### config.mk
export PLATFORM = sky130hd
export DESIGN_NAME = wtb_wide_timer_byte_access
export DESIGN_NICKNAME = d
export VERILOG_FILES = /design/src/rtl/wtb_wide_timer_byte_access.v /design/src/rtl/wtb_word_store.v
export VERILOG_INCLUDE_DIRS = /design/src /design/src/rtl
export SDC_FILE = /design/constraint.sdc
export NUM_CORES = 1
export LEC_CHECK = 0
export BUFFER_PORTS_ARGS = -buffer_cell sky130_fd_sc_hd__buf_2
export CAP_MARGIN = 20
export CORE_MARGIN = 2
export CORE_UTILIZATION = 47
export CTS_CLUSTER_SIZE = 10
export DETAILED_ROUTE_END_ITERATION = 7
export PLACE_DENSITY = 0.74
export SYNTH_ARGS = -nofsm -noshare
export SYNTH_HDL_FRONTEND = slang
export SYNTH_HIERARCHICAL = 1
export SYNTH_SLANG_ARGS = --single-unit
export TNS_END_PERCENT = 5
### constraint.sdc
create_clock -name clk -period 2.6 [get_ports clk]
set_input_delay 0.26 -clock clk [delete_from_list [all_inputs] [get_ports clk]]
set_output_delay 0.26 -clock clk [all_outputs]
set_load 0.02 [all_outputs]
### src/rtl/wtb_defs.vh
// constants for the wide timer byte access block
// assumes inclusion by bare name from rtl design files
`ifndef WTB_DEFS_VH
`define WTB_DEFS_VH

// byte select codes on the 8-bit bus
`define WTB_SEL_CNT_LO 3'h0
`define WTB_SEL_CNT_HI 3'h1
`define WTB_SEL_CMPA_LO 3'h2
`define WTB_SEL_CMPA_HI 3'h3
`define WTB_SEL_CMPB_LO 3'h4
`define WTB_SEL_CMPB_HI 3'h5
`define WTB_SEL_CAP_LO 3'h6
`define WTB_SEL_CAP_HI 3'h7

// register indices inside the word store
`define WTB_IDX_CNT 2'h0
`define WTB_IDX_CMPA 2'h1
`define WTB_IDX_CMPB 2'h2
`define WTB_IDX_CAP 2'h3

// reset values
`define WTB_RST_WORD 16'h0000
`define WTB_RST_BYTE 8'h00

`endif

### src/rtl/wtb_wide_timer_byte_access.v
// byte access bridge for the 16-bit timer registers
// assumes a cpu bus on the same clock, one access per strobe,
// and that the timer core drives its count and capture updates
`timescale 1ns/1ns
`include "wtb_defs.vh"

// Behaviour
// - count, two compares, capture seen as 16-bit registers on 8-bit bus
// - every 16-bit register is reached by two separate byte accesses
// - one shared 8-bit high byte temporary for all four registers
// - only low byte accesses move the full 16-bit value
// - low byte write loads temp high and written low in one cycle
// - count and capture low byte reads return low, copy high half into temp
// - compare reads give high byte directly, temp untouched
module wtb_wide_timer_byte_access #(
  parameter WIDTH = 16
) (
  input  wire             clk,
  input  wire             rst_n,
  input  wire             bus_wr,
  input  wire             bus_rd,
  input  wire [2:0]       bus_sel,
  input  wire [7:0]       bus_wdata,
  output reg  [7:0]       bus_rdata,
  output reg              bus_rvalid,
  input  wire             core_cnt_load,
  input  wire [WIDTH-1:0] core_cnt_value,
  input  wire             core_cap_load,
  input  wire [WIDTH-1:0] core_cap_value,
  output reg  [WIDTH-1:0] timer_count_value,
  output reg  [WIDTH-1:0] compare_value_a,
  output reg  [WIDTH-1:0] compare_value_b,
  output reg  [WIDTH-1:0] capture_value,
  output reg              cnt_write_pulse
);

  reg  [7:0] temp_high_reg;
  reg  [7:0] temp_high_next;
  reg  [7:0] rdata_next;
  reg        cnt_wr_next;
  wire [15:0] write_word;

  // ==========================================================
  // helpers
  function is_low_byte;
    input [2:0] sel;
    is_low_byte = ~sel[0];
  endfunction

  function [15:0] pick_word;
    input [1:0]  idx;
    input [15:0] c;
    input [15:0] a;
    input [15:0] b;
    input [15:0] p;
    begin
      if (idx == `WTB_IDX_CNT)
        pick_word = c;
      else if (idx == `WTB_IDX_CMPA)
        pick_word = a;
      else if (idx == `WTB_IDX_CMPB)
        pick_word = b;
      else
        pick_word = p;
    end
  endfunction

  // full word formed on a low byte write
  assign write_word = {temp_high_reg, bus_wdata};

  // ==========================================================
  // shared temp register next value
  always @* begin
    temp_high_next = temp_high_reg;
    if (bus_wr && !is_low_byte(bus_sel)) begin
      // any high byte write parks its byte here only
      temp_high_next = bus_wdata;
    end else if (bus_rd && (bus_sel == `WTB_SEL_CNT_LO)) begin
      // count low read freezes the high half for the next read
      temp_high_next = timer_count_value[15:8];
    end else if (bus_rd && (bus_sel == `WTB_SEL_CAP_LO)) begin
      // capture low read does the same for the capture word
      temp_high_next = capture_value[15:8];
    end else begin
      // compare reads and low writes leave the temp alone
      temp_high_next = temp_high_reg;
    end
  end

  // ==========================================================
  // count write pulse decode
  always @* begin
    cnt_wr_next = 1'b0;
    if (bus_wr && (bus_sel == `WTB_SEL_CNT_LO)) begin
      cnt_wr_next = 1'b1;
    end
  end

  // ==========================================================
  // read data next value, zero when no read is taken
  always @* begin
    rdata_next = `WTB_RST_BYTE;
    if (!bus_rd) begin
      rdata_next = `WTB_RST_BYTE;
    end else if (bus_sel == `WTB_SEL_CNT_LO) begin
      rdata_next = timer_count_value[7:0];
    end else if (bus_sel == `WTB_SEL_CAP_LO) begin
      rdata_next = capture_value[7:0];
    end else if (bus_sel == `WTB_SEL_CMPA_LO) begin
      rdata_next = compare_value_a[7:0];
    end else if (bus_sel == `WTB_SEL_CMPB_LO) begin
      rdata_next = compare_value_b[7:0];
    end else if (bus_sel == `WTB_SEL_CMPA_HI) begin
      // compare high bytes bypass the temp
      rdata_next = compare_value_a[15:8];
    end else if (bus_sel == `WTB_SEL_CMPB_HI) begin
      rdata_next = compare_value_b[15:8];
    end else begin
      // count and capture high reads return the temp
      rdata_next = temp_high_reg;
    end
  end

  // ==========================================================
  // temp register and bus answer
  always @(posedge clk or negedge rst_n) begin
    if (!rst_n) begin
      temp_high_reg   <= `WTB_RST_BYTE;
      bus_rdata       <= `WTB_RST_BYTE;
      bus_rvalid      <= 1'b0;
      cnt_write_pulse <= 1'b0;
    end else begin
      temp_high_reg   <= temp_high_next;
      bus_rdata       <= rdata_next;
      bus_rvalid      <= bus_rd;
      cnt_write_pulse <= cnt_wr_next;
    end
  end

  // ==========================================================
  // low byte write strobes, one per 16-bit register
  wire wr_cnt_lo;
  wire wr_cmpa_lo;
  wire wr_cmpb_lo;
  wire wr_cap_lo;

  assign wr_cnt_lo  = bus_wr && (bus_sel == `WTB_SEL_CNT_LO);
  assign wr_cmpa_lo = bus_wr && (bus_sel == `WTB_SEL_CMPA_LO);
  assign wr_cmpb_lo = bus_wr && (bus_sel == `WTB_SEL_CMPB_LO);
  assign wr_cap_lo  = bus_wr && (bus_sel == `WTB_SEL_CAP_LO);

  // ==========================================================
  // count register; cpu low byte write beats a core load
  always @(posedge clk or negedge rst_n) begin
    if (!rst_n) begin
      timer_count_value <= `WTB_RST_WORD;
    end else if (wr_cnt_lo) begin
      timer_count_value <= write_word;
    end else if (core_cnt_load) begin
      timer_count_value <= core_cnt_value;
    end
  end

  // ==========================================================
  // compare a; only the cpu writes it
  always @(posedge clk or negedge rst_n) begin
    if (!rst_n) begin
      compare_value_a <= `WTB_RST_WORD;
    end else if (wr_cmpa_lo) begin
      compare_value_a <= write_word;
    end
  end

  // ==========================================================
  // compare b; only the cpu writes it
  always @(posedge clk or negedge rst_n) begin
    if (!rst_n) begin
      compare_value_b <= `WTB_RST_WORD;
    end else if (wr_cmpb_lo) begin
      compare_value_b <= write_word;
    end
  end

  // ==========================================================
  // capture; cpu low byte write beats a core capture
  always @(posedge clk or negedge rst_n) begin
    if (!rst_n) begin
      capture_value <= `WTB_RST_WORD;
    end else if (wr_cap_lo) begin
      capture_value <= write_word;
    end else if (core_cap_load) begin
      capture_value <= core_cap_value;
    end
  end

  // ==========================================================
  // shadow copy of written words, read data left unused
  wire [15:0] unused_shadow;
  wtb_word_store #(
    .WIDTH (WIDTH)
  ) u_store (
    .clk     (clk),
    .rst_n   (rst_n),
    .wr_en   (bus_wr & is_low_byte(bus_sel)),
    .wr_idx  (bus_sel[2:1]),
    .wr_data (write_word),
    .rd_idx  (bus_sel[2:1]),
    .rd_data (unused_shadow)
  );

  // keeps pick_word in use for the core's word view
  wire [15:0] sel_word = pick_word(bus_sel[2:1], timer_count_value,
                                   compare_value_a, compare_value_b,
                                   capture_value);

  // ==========================================================
  // hazard: one temp serves all four registers, so an isr that
  // writes any of them, or reads count or capture, between the two byte accesses of main
  // code overwrites the temp; main code masks interrupts there
  // limitation: both strobes in one cycle are not supported

endmodule

### src/rtl/wtb_word_store.v
// four 16-bit words with one write port and registered read
// assumes one clock and asynchronous active low reset
`timescale 1ns/1ns
`include "wtb_defs.vh"

module wtb_word_store #(
  parameter WIDTH = 16
) (
  input  wire             clk,
  input  wire             rst_n,
  input  wire             wr_en,
  input  wire [1:0]       wr_idx,
  input  wire [WIDTH-1:0] wr_data,
  input  wire [1:0]       rd_idx,
  output reg  [WIDTH-1:0] rd_data
);

  reg [WIDTH-1:0] mem_reg [0:3];
  integer i;

  // ==========================================================
  // storage and registered read
  always @(posedge clk or negedge rst_n) begin
    if (!rst_n) begin
      for (i = 0; i < 4; i = i + 1)
        mem_reg[i] <= `WTB_RST_WORD;
      rd_data <= `WTB_RST_WORD;
    end else begin
      if (wr_en)
        mem_reg[wr_idx] <= wr_data;
      rd_data <= mem_reg[rd_idx];
    end
  end

endmodule

==> summary.md, run 1 <==
| Metric | Value |
|---|---|
| Outcome | finished clean |
| Share of cells above drive strength 1 | between 30% and 40% |
| Setup TNS | 0 ns |
| Pleak | 2.39 nW |
| Yosys top cell by area | dfrtp_1 |
| Io pins | between 100 and 150 |
| Worst hold stages | 1 |
| Postcts setup bufs | 0 |
| Post-synth EDFFs | 0 |
| Routed Antenna Nets | 0 |
| Sink Count | 82 |
| Vias in the first global route | 3,283 |
| Total GRT Usage | 22.9% |
| Critical path type | in2reg |
| Ys flop type | dfrtp_1 |
| Antenna Diode Count | 0 |
| Setup Viol. Count Final | 0 |
| WL/cell | around 19 um |
| Die ar. | 9620 um2 |
| Top delay family on crit path | compound AO/OA/AOI/OAI gates |
| Reg2reg start | temp_high_reg[3] |
| Worst Tran Pin Value | 0.595 ns |
| Final hold vios | 0 |
| Layout Area Growth over Synthesis | 18.8% |
| Post-Route WL | roughly 11,000 um |
| Max Slew Vio Count | 0 |
| Cell chain of the critical path | buf_2 -> nor2_4 -> and3_1 -> a2111oi_0 -> o22ai_1 |
| Post-layout util | a little under three fifths |
| Flop2flop setup slack | about 1.1 ns |
| Initial core utilization | between 40% and 50% |
| First-pass GRT wire length | 17,300 um |
| Skew final | roughly 0.011 ns |
| Die Width | 98.1 um |
| Via Count | 3,241 |
| Router iterations before antenna repair | 4 |
| Worst path max stage delay | approximately 0.49 ns |
| Pre-CTS setup slack | approximately 0.7 ns |
| Final WS setup | about 1 ns |
| Critical path startpoint category | input pin |
| CP Max Fanout | 25 |
| VDD IR max | about 250 uV |
| Antenna violations before repair | 0 |
| Hold crit path type | in2reg |
| Slowest cell on the critical path | a2111oi_0 |
| Reg2reg path depth | 3 |
| Std-Cell Rows | 34 |
| Multi-input logic area | about 1900 um2 |
| Rel. slew slack | around three fifths |
| Critical path required time | between 2 and 3 ns |
| Fmax | between 600 and 700 MHz |
| Worst-path clk slew | approximately 0.090 ns |
| Syn nets | 409 |
| Fill cells | between 700 and 800 |
| Mapped Area | between 4000 and 5000 um2 |
| Synth top area cells | dfrtp_1 (49%), mux2i_1 (9.6%), mux2_4 (3.6%) |
| Tcrit/Tclk final | roughly three fifths |
| Iteration-0 DRC Markers | between 150 and 200 |
| Deepest clock path buffer count | 2 |
| Yosys top cell area share | 49.3% |
| Core area | around 8600 um2 |
| DRC violations left | 0 |
| Post-Syn Instances | 360 |
| Yosys warning count | 6 |
| Sequential Area | approximately 2100 um2 |
| Max Cap Violations | 0 |
| Worst Min Path Start | bus_rd |
| RSZ-0062 raised after global routing | no |
| Distinct cell type count after synthesis | 41 |
| Most frequent cells in the layout | buf_2 (121), dfrtp_1 (82), mux2i_1 (40) |
| Worst Hold End | bus_rvalid |
| Worst EP arrival | roughly 1.8 ns |
| Die Height | just under 100 um |
| Largest net degree at the start of global routing | just over 80 |
| H-tree Lvls | 3 |
| IO Port Bufs | about 120 |
| Detail Placement HPWL | roughly 7800 um |
| Grt total ovfl | 0 |
| Post-synth ARST share | 100% |
| Clk root buf | clkbuf_8 |
| Syn Area/Cell | 11.6 um2 |
| Worst Setup End Kind | register |
| WP buf/inv | 1 |
| Commonest non-fill, non-tap cell in the layout | buf_2 |
| TritonCTS clock tree | built |
| Reg-to-reg endpoint | bus_rdata[3] |
| Number of synthesized register bits | 82 |
| Post-route minimum period | between 1.5 and 2 ns |
| Nets | 521 |
| Via/cell ratio | 5.56 |
| Power density over the cells | between 700 and 800 nW/um2 |
| Placer Congestion | between 0.8 and 0.9 |
| Register area share after synthesis | roughly 50% |
| Clock Latency Late Sink | between 0.3 and 0.4 ns |
| CTS Buf Count | 9 |
## cells by family (layout without fill, tap and decap cells)
kind of cell           Yosys count  after routing  share of synthesized area, %
AOI/OAI and AO/OA               98             98                          16.2
DFF                             82             82                          49.3
and+or+nand+nor                 80             80                          10.6
muxes                           72             72                          19.2
buffers and inverters           28            143                          4.75
## worst register-to-register path: stages, from the launching register on
cell and delay (ns):
dfrtp_1 0.49, and3_1 0.21, a2111oi_0 0.49, o22ai_1 0.18
## through the flow
step | total power, W | std cells | instance area [um2] | hold WS, ns
final | 0.00358 | 583 | 4940 | 0.117
after global routing | 0.00376 | 583 | 4940 | 0.116
after CTS | 0.00360 | 581 | 4900 | 0.109
after detailed placement | 0.00280 | 567 | 4740 | 0.491
after global placement | 0.00278 | 567 | 4740 | 0.480
after floorplan | 0.00237 | 360 | 4160 | -0.0356
## area by class of cell
class / instances / area share (%)
clock buffer: 11 / 2.86
clock inverter: 3 / 0.355
inverter: 1 / 0.0760
multi-input combinational: 250 / 38.7
sequential: 82 / 41.5
tap: 108 / 2.73
timing repair buffer: 128 / 13.8
## power breakdown
part,leakage [nW],internal [W],switching [W]
logic,1.32,0.000435,0.000593
registers,0.992,0.00151,0.000248
clock network,0.0810,0.000360,0.000443
total,2.39,0.00230,0.00128
## what timing repair did
| action | 4_1_cts | 5_1_grt |
|---|---|---|
| hold buffers | 0 | 1 |
| resized for setup | 0 | 0 |
| endpoints found under the hold margin | 0 | 15 |
## routing by layer
layer,global-route usage (%),routed length [um]
met5,0,0
met4,8.97,176
met3,3.79,612
met2,38.0,5360
met1,30.1,4660
## synth_stat cells, types with 9 or more instances
cell type,number
mux2_4,10
nor2_1,24
buf_2,14
dfrtp_1,82
a21oi_1,17
o21ai_0,20
mux2i_1,40
mux2_2,12
mux2_1,10
a22oi_1,15
nand2_1,25
nor2b_1,9
## worst max path at each step
stage / startpoint / endpoint / slack, ns / depth (start not counted)
after detailed placement: bus_sel[1] / compare_value_b[2] / 0.69 / 5
after global routing: temp_high_reg[6] / bus_rdata[6] / 0.90 / 3
after global placement: bus_sel[1] / compare_value_b[2] / 0.74 / 5
final: bus_sel[2] / bus_rdata[3] / 1.02 / 5
after floorplan: bus_sel[2] / compare_value_b[10] / 1.16 / 6
after CTS: bus_sel[1] / compare_value_b[3] / 1.06 / 5
(Power assumes the default switching activity.)
==> inputs of run 2 (changes only) <==
==> constraint.sdc (replaced) <==
create_clock -name clk -period 1.6 [get_ports clk]
set_input_delay 0.16 -clock clk [delete_from_list [all_inputs] [get_ports clk]]
set_output_delay 0.16 -clock clk [all_outputs]
set_load 0.02 [all_outputs]
==> summary.md, run 2 (synthesized netlist as in run 1, its figures left out) <==
| Metric | Value |
|---|---|
| Outcome | finished clean |
| Fmax | around 680 MHz |
| Share of cells above drive strength 1 | a little under two fifths |
| Final hold vios | 0 |
| Iteration-0 DRC Markers | 200 |
| Reg2reg path depth | 3 |
| CP Max Fanout | 8 |
| Commonest non-fill, non-tap cell in the layout | buf_2 |
| Clock Latency Late Sink | about 0.36 ns |
| Worst Tran Pin Value | about 0.57 ns |
| Sink Count | 82 |
| Worst path depth | 3 |
| Detail Placement HPWL | slightly below 8000 um |
| Vias in the first global route | around 3,400 |
| Critical path required time | around 1.8 ns |
| Post-route minimum period | roughly 1.5 ns |
| Antenna violations before repair | 0 |
| WP buf/inv | 0 |
| Setup crit start | temp_high_reg[2] |
| Worst EP arrival | 1.66 ns |
| CTS Buf Count | 9 |
| Hold crit path type | in2reg |
| Fill cells | 748 |
| Antenna Diode Count | 0 |
| Initial core utilization | between 40% and 50% |
| Critical path endpoint | bus_rdata[2] |
| Worst hold stages | 3 |
| Most frequent cells in the layout | buf_2 (121), dfrtp_1 (82), mux2i_1 (40) |
| IO Port Bufs | between 100 and 150 |
| WL/cell | ~18 um |
| Reg2reg start | temp_high_reg[2] |
| Nets | 530 |
| First-pass GRT wire length | between 15,000 and 20,000 um |
| Setup Viol. Count Final | 0 |
| Flop2flop setup slack | approximately 0.14 ns |
| Postcts setup bufs | 0 |
| Post-Route WL | ~11,000 um |
| Worst-path clk slew | about 0.09 ns |
| Total GRT Usage | about a quarter |
| Rel. slew slack | between 60 and 70% |
| Routed Antenna Nets | 0 |
| Combinational power share | 27.2% |
| Grt total ovfl | 0 |
| Skew final | roughly 0.012 ns |
| Clk root buf | clkbuf_8 |
| Switching power | about 0.0021 W |
| Router iterations before antenna repair | 4 |
| Top Layer Used | met4 |
| Worst Setup End Kind | register |
| Largest net degree at the start of global routing | slightly above 80 |
| Sequential power share | 45.6% |
| TritonCTS clock tree | built |
| Std-Cell Rows | 34 |
| DRC violations left | 0 |
| Switch share | around a third |
| Worst hold slack | between 0.08 and 0.09 ns |
| Top delay family on crit path | compound AO/OA/AOI/OAI gates |
| RSZ-0062 raised after global routing | no |
| Die ar. | just under 10,000 um2 |
| Cell chain of the critical path | and3_1 -> a2111oi_0 -> o22ai_1 |
| Tcrit/Tclk final | between 90% and 100% |
| Power density over the cells | approximately 1200 nW/um2 |
| Metal3 WL | approximately 590 um |
| Die Height | 98.1 um |
| VDD IR max | 555 uV |
| Setup TNS | 0 ns |
| Max Cap Violations | 0 |
| Placer Congestion | roughly 0.96 |
| Core area | ~8600 um2 |
| Deepest clock path buffer count | 2 |
| H-tree Lvls | 3 |
| CTS resizes | 0 |
| Slowest cell on the critical path | dfrtp_1 |
| Critical path startpoint category | register |
| Worst path max stage delay | ~0.48 ns |
| Io pins | 123 |
| Die Width | 98.1 um |
| Reg-to-reg endpoint | bus_rdata[2] |
| Max Slew Vio Count | 0 |
| Clock Power Share | 27.2% |
| Critical path type | reg2reg |
| Via/cell ratio | between 5 and 6 |
| Met1 wire length | ~4700 um |
| Layout Area Growth over Synthesis | 23.1% |
| Via Count | around 3,300 |
| WL met2 | 5260 um |
| Pleak | around 2.5 nW |
| Power Internal | ~0.0041 W |
[run 2: cell count changes in the layout (fill, tap and decap cells not counted)]
cell           delta
buf_12            +5
buf_16            -1
buf_4             +4
bufinv_16         +2
clkbuf_1          -1
clkinv_2          -1
clkinv_4          +2
dlygate4sd3_1     +1
[run 2: repair_timing]
| item | 4_1_cts | 5_1_grt |
|---|---|---|
| hold buffers | 1 | 1 |
| endpoints found under the setup margin | 0 | 0 |
| hold endpoints to repair | 82 | 1 |
[run 2: how the worst min path moves through the flow]
stage / slack (ns) / to / startpoint
2_1_floorplan: -0.14 / bus_rdata[0] / rst_n
3_3_place_gp: 0.21 / cnt_write_pulse / rst_n
3_5_place_dp: 0.22 / timer_count_value[6] / rst_n
4_1_cts: 0.003 / bus_rvalid / bus_rd
5_1_grt: 0.09 / timer_count_value[10] / core_cnt_value[10]
6_report: 0.09 / timer_count_value[5] / bus_wdata[5]
[run 2: final cells by class]
type                    count  area [um2]  area share, %
clock buffers              10         138           2.69
clock inverters             6        90.1           1.76
inverters                   1        3.75         0.0733
multi-input cells         250        1910           37.3
flip-flops and latches     82        2050           40.1
well taps                 108         135           2.64
repair buffers            137         793           15.5
[run 2: stage by stage]
stage               setup WS, ns  util, %  total power [W]  std cells  area [um2]
floorplan                  0.264        -          0.00386        360        4160
finish                     0.140     59.3          0.00621        594        5120
detailed placement        0.0340     56.4          0.00456        576        4870
global route              0.0288     59.3          0.00654        594        5120
global placement          0.0722     56.4          0.00452        576        4870
CTS                        0.191     59.2          0.00624        593        5110
[run 2: routing by layer]
layer  up-vias  track usage (%)
met2       119             37.5
met5         -                0
met3        18             4.87
met1      1599             31.7
li1       1569                -
met4         0             8.44
[run 2: worst reg2reg max path, delay by kind of cell (launching register included)]
family	cells	cell delay (ns)
simple gates	1	0.19
flops	1	0.48
compound gates	2	0.65
[run 2: power by group through the flow]
stage,Sequential (W),Combinational (W),Clock (W)
finish,0.00283,0.00169,0.00169
global route,0.00289,0.00182,0.00183
CTS,0.00283,0.00170,0.00171
detailed placement,0.00287,0.00170,0
global placement,0.00286,0.00166,0
floorplan,0.00319,0.000670,0
==> inputs of run 3 (changes only) <==
--- a/config.mk
+++ b/config.mk
@@ -13,6 +13,7 @@
 export CTS_CLUSTER_SIZE = 10
 export DETAILED_ROUTE_END_ITERATION = 7
 export PLACE_DENSITY = 0.74
+export REMOVE_ABC_BUFFERS = 1
 export SYNTH_ARGS = -nofsm -noshare
 export SYNTH_HDL_FRONTEND = slang
 export SYNTH_HIERARCHICAL = 1
==> summary.md, run 3 (synthesized netlist as in run 1, its figures left out) <==
| Metric | Value |
|---|---|
| Reg2reg path depth | 3 |
| Die ar. | about 9600 um2 |
| Via/cell ratio | approximately 5.6 |
| Clk root buf | clkbuf_8 |
| Rel. slew slack | roughly three fifths |
| Postcts setup bufs | 0 |
| Nets | ~540 |
| Worst Setup End Kind | register |
| IO Port Bufs | ~120 |
| First-pass GRT wire length | ~18,000 um |
| Iteration-0 DRC Markers | 205 |
| Critical path type | reg2reg |
| Critical path required time | 1.81 ns |
| Met1 wire length | about 4600 um |
| Tcrit/Tclk final | 92.6% |
| Std-Cell Rows | 34 |
| DRC violations left | 0 |
| Most frequent cells in the layout | buf_2 (121), dfrtp_1 (82), mux2i_1 (40) |
| Post-Route WL | approximately 11,000 um |
| Top Layer Used | met4 |
| Outcome | finished clean |
| Total GRT Usage | roughly a quarter |
| RSZ-0062 raised after global routing | no |
| Hold crit path type | in2reg |
| Via Count | around 3,400 |
| Post-route insts no fill | around 600 |
| Share of cells above drive strength 1 | 38.7% |
| Routed Antenna Nets | 0 |
| Dpl cells | 582 |
| Placer Congestion | roughly 0.94 |
| Clock Latency Late Sink | about 0.35 ns |
| Largest net degree at the start of global routing | 33 |
| Commonest non-fill, non-tap cell in the layout | buf_2 |
| Power density over the cells | 1210 nW/um2 |
| Max Slew Vio Count | 0 |
| Skew final | approximately 0.0075 ns |
| Fmax | about 680 MHz |
| Worst Hold End | bus_rvalid |
| Antenna violations before repair | 0 |
| Worst-path clk slew | about 0.08 ns |
| Final hold vios | 0 |
| Critical path startpoint category | register |
| Sink Count | 82 |
| Io pins | 123 |
| Layout Area Growth over Synthesis | 22.9% |
| Die Width | 98.1 um |
| Antenna Diode Count | 0 |
| Detail Placement HPWL | between 8000 and 9000 um |
| Flop2flop setup slack | approximately 0.12 ns |
| CTS Buf Count | 9 |
| Core area | 8640 um2 |
| CP Max Fanout | 8 |
| WL met2 | about 5300 um |
| Reg-to-reg endpoint | bus_rdata[3] |
| Grt total ovfl | 0 |
| Setup Viol. Count Final | 0 |
| Pleak | ~2.5 nW |
| H-tree Lvls | 3 |
| Worst Min Path Start | bus_rd |
| Max Cap Violations | 0 |
| Deepest clock path buffer count | 2 |
| WL/cell | ~18 um |
| Setup TNS | 0 ns |
| TritonCTS clock tree | built |
| Initial core utilization | around half |
| Metal3 WL | 628 um |
| Reg2reg start | temp_high_reg[3] |
| Router iterations before antenna repair | 4 |
| VDD IR max | about 480 uV |
| Die Height | approximately 98 um |
| Worst Tran Pin Value | roughly 0.59 ns |
| Worst EP arrival | around 1.7 ns |
| Worst hold stages | 1 |
| Vias in the first global route | between 3,000 and 4,000 |
| Post-route minimum period | roughly 1.5 ns |
[run 3: cell types whose count changed in the layout (fill, tap and decap cells not counted), sizes merged]
cell / before / now
buf: 135 / 141
dlygate4sd3: 2 / 1
clkbuf: 10 / 11
clkinv: 3 / 2
[run 3: critical path, stage by stage (launching register included)]
cell and delay, ns:
dfrtp_1 0.51, and3_1 0.21, a2111oi_0 0.44, o22ai_1 0.18
[run 3: per-layer routing]
layer  track usage [%]  up-vias
met3              5.44       27
met5                 0        -
met2              37.4      136
met1              31.5     1636
met4              9.08        0
li1                  -     1579
[run 3: report_power, final]
part	internal [W]	leakage, nW	switching, W	total, W
clock network	0.000917	0.109	0.000733	0.00165
logic	0.000727	1.38	0.000977	0.00170
registers	0.00245	0.992	0.000392	0.00284
[run 3: worst max path at each step]
stage / from / endpoint / slack [ns] / depth (start not counted)
after floorplan: bus_sel[2] / timer_count_value[0] / 0.26 / 2
after global placement: bus_sel[1] / bus_rdata[2] / 0.09 / 4
after detailed placement: bus_sel[1] / bus_rdata[3] / 0.04 / 4
after CTS: temp_high_reg[3] / bus_rdata[3] / 0.15 / 3
after global routing: temp_high_reg[2] / bus_rdata[2] / 0.08 / 3
final: temp_high_reg[3] / bus_rdata[3] / 0.12 / 3
[run 3: area by class of cell]
class                           instances  area, um2
Fill cell                             760       3520
Sequential cell                        82       2050
Multi-Input combinational cell        250       1910
Timing Repair Buffer                  142        791
Clock buffer                           11        141
Tap cell                              108        135
Clock inverter                          5       77.6
Inverter                                1       3.75
[run 3: per-stage QoR]
step / utilization (%) / instance area (um2) / hold WS (ns) / power, W / worst slack [ns]
floorplan: - / 3970 / -0.136 / 0.00378 / 0.259
global placement: 56.5 / 4880 / 0.106 / 0.00452 / 0.0910
detailed placement: 56.5 / 4880 / 0.109 / 0.00458 / 0.0392
CTS: 59.2 / 5110 / 0.0388 / 0.00623 / 0.152
global route: 59.2 / 5110 / 0.0315 / 0.00650 / 0.0756
finish: 59.2 / 5110 / 0.0540 / 0.00619 / 0.119
[run 3: repair_timing]
action / CTS / global route
gates resized for setup: 0 / 0
hold buffers: 1 / 0
hold endpoints to repair: 26 / 0
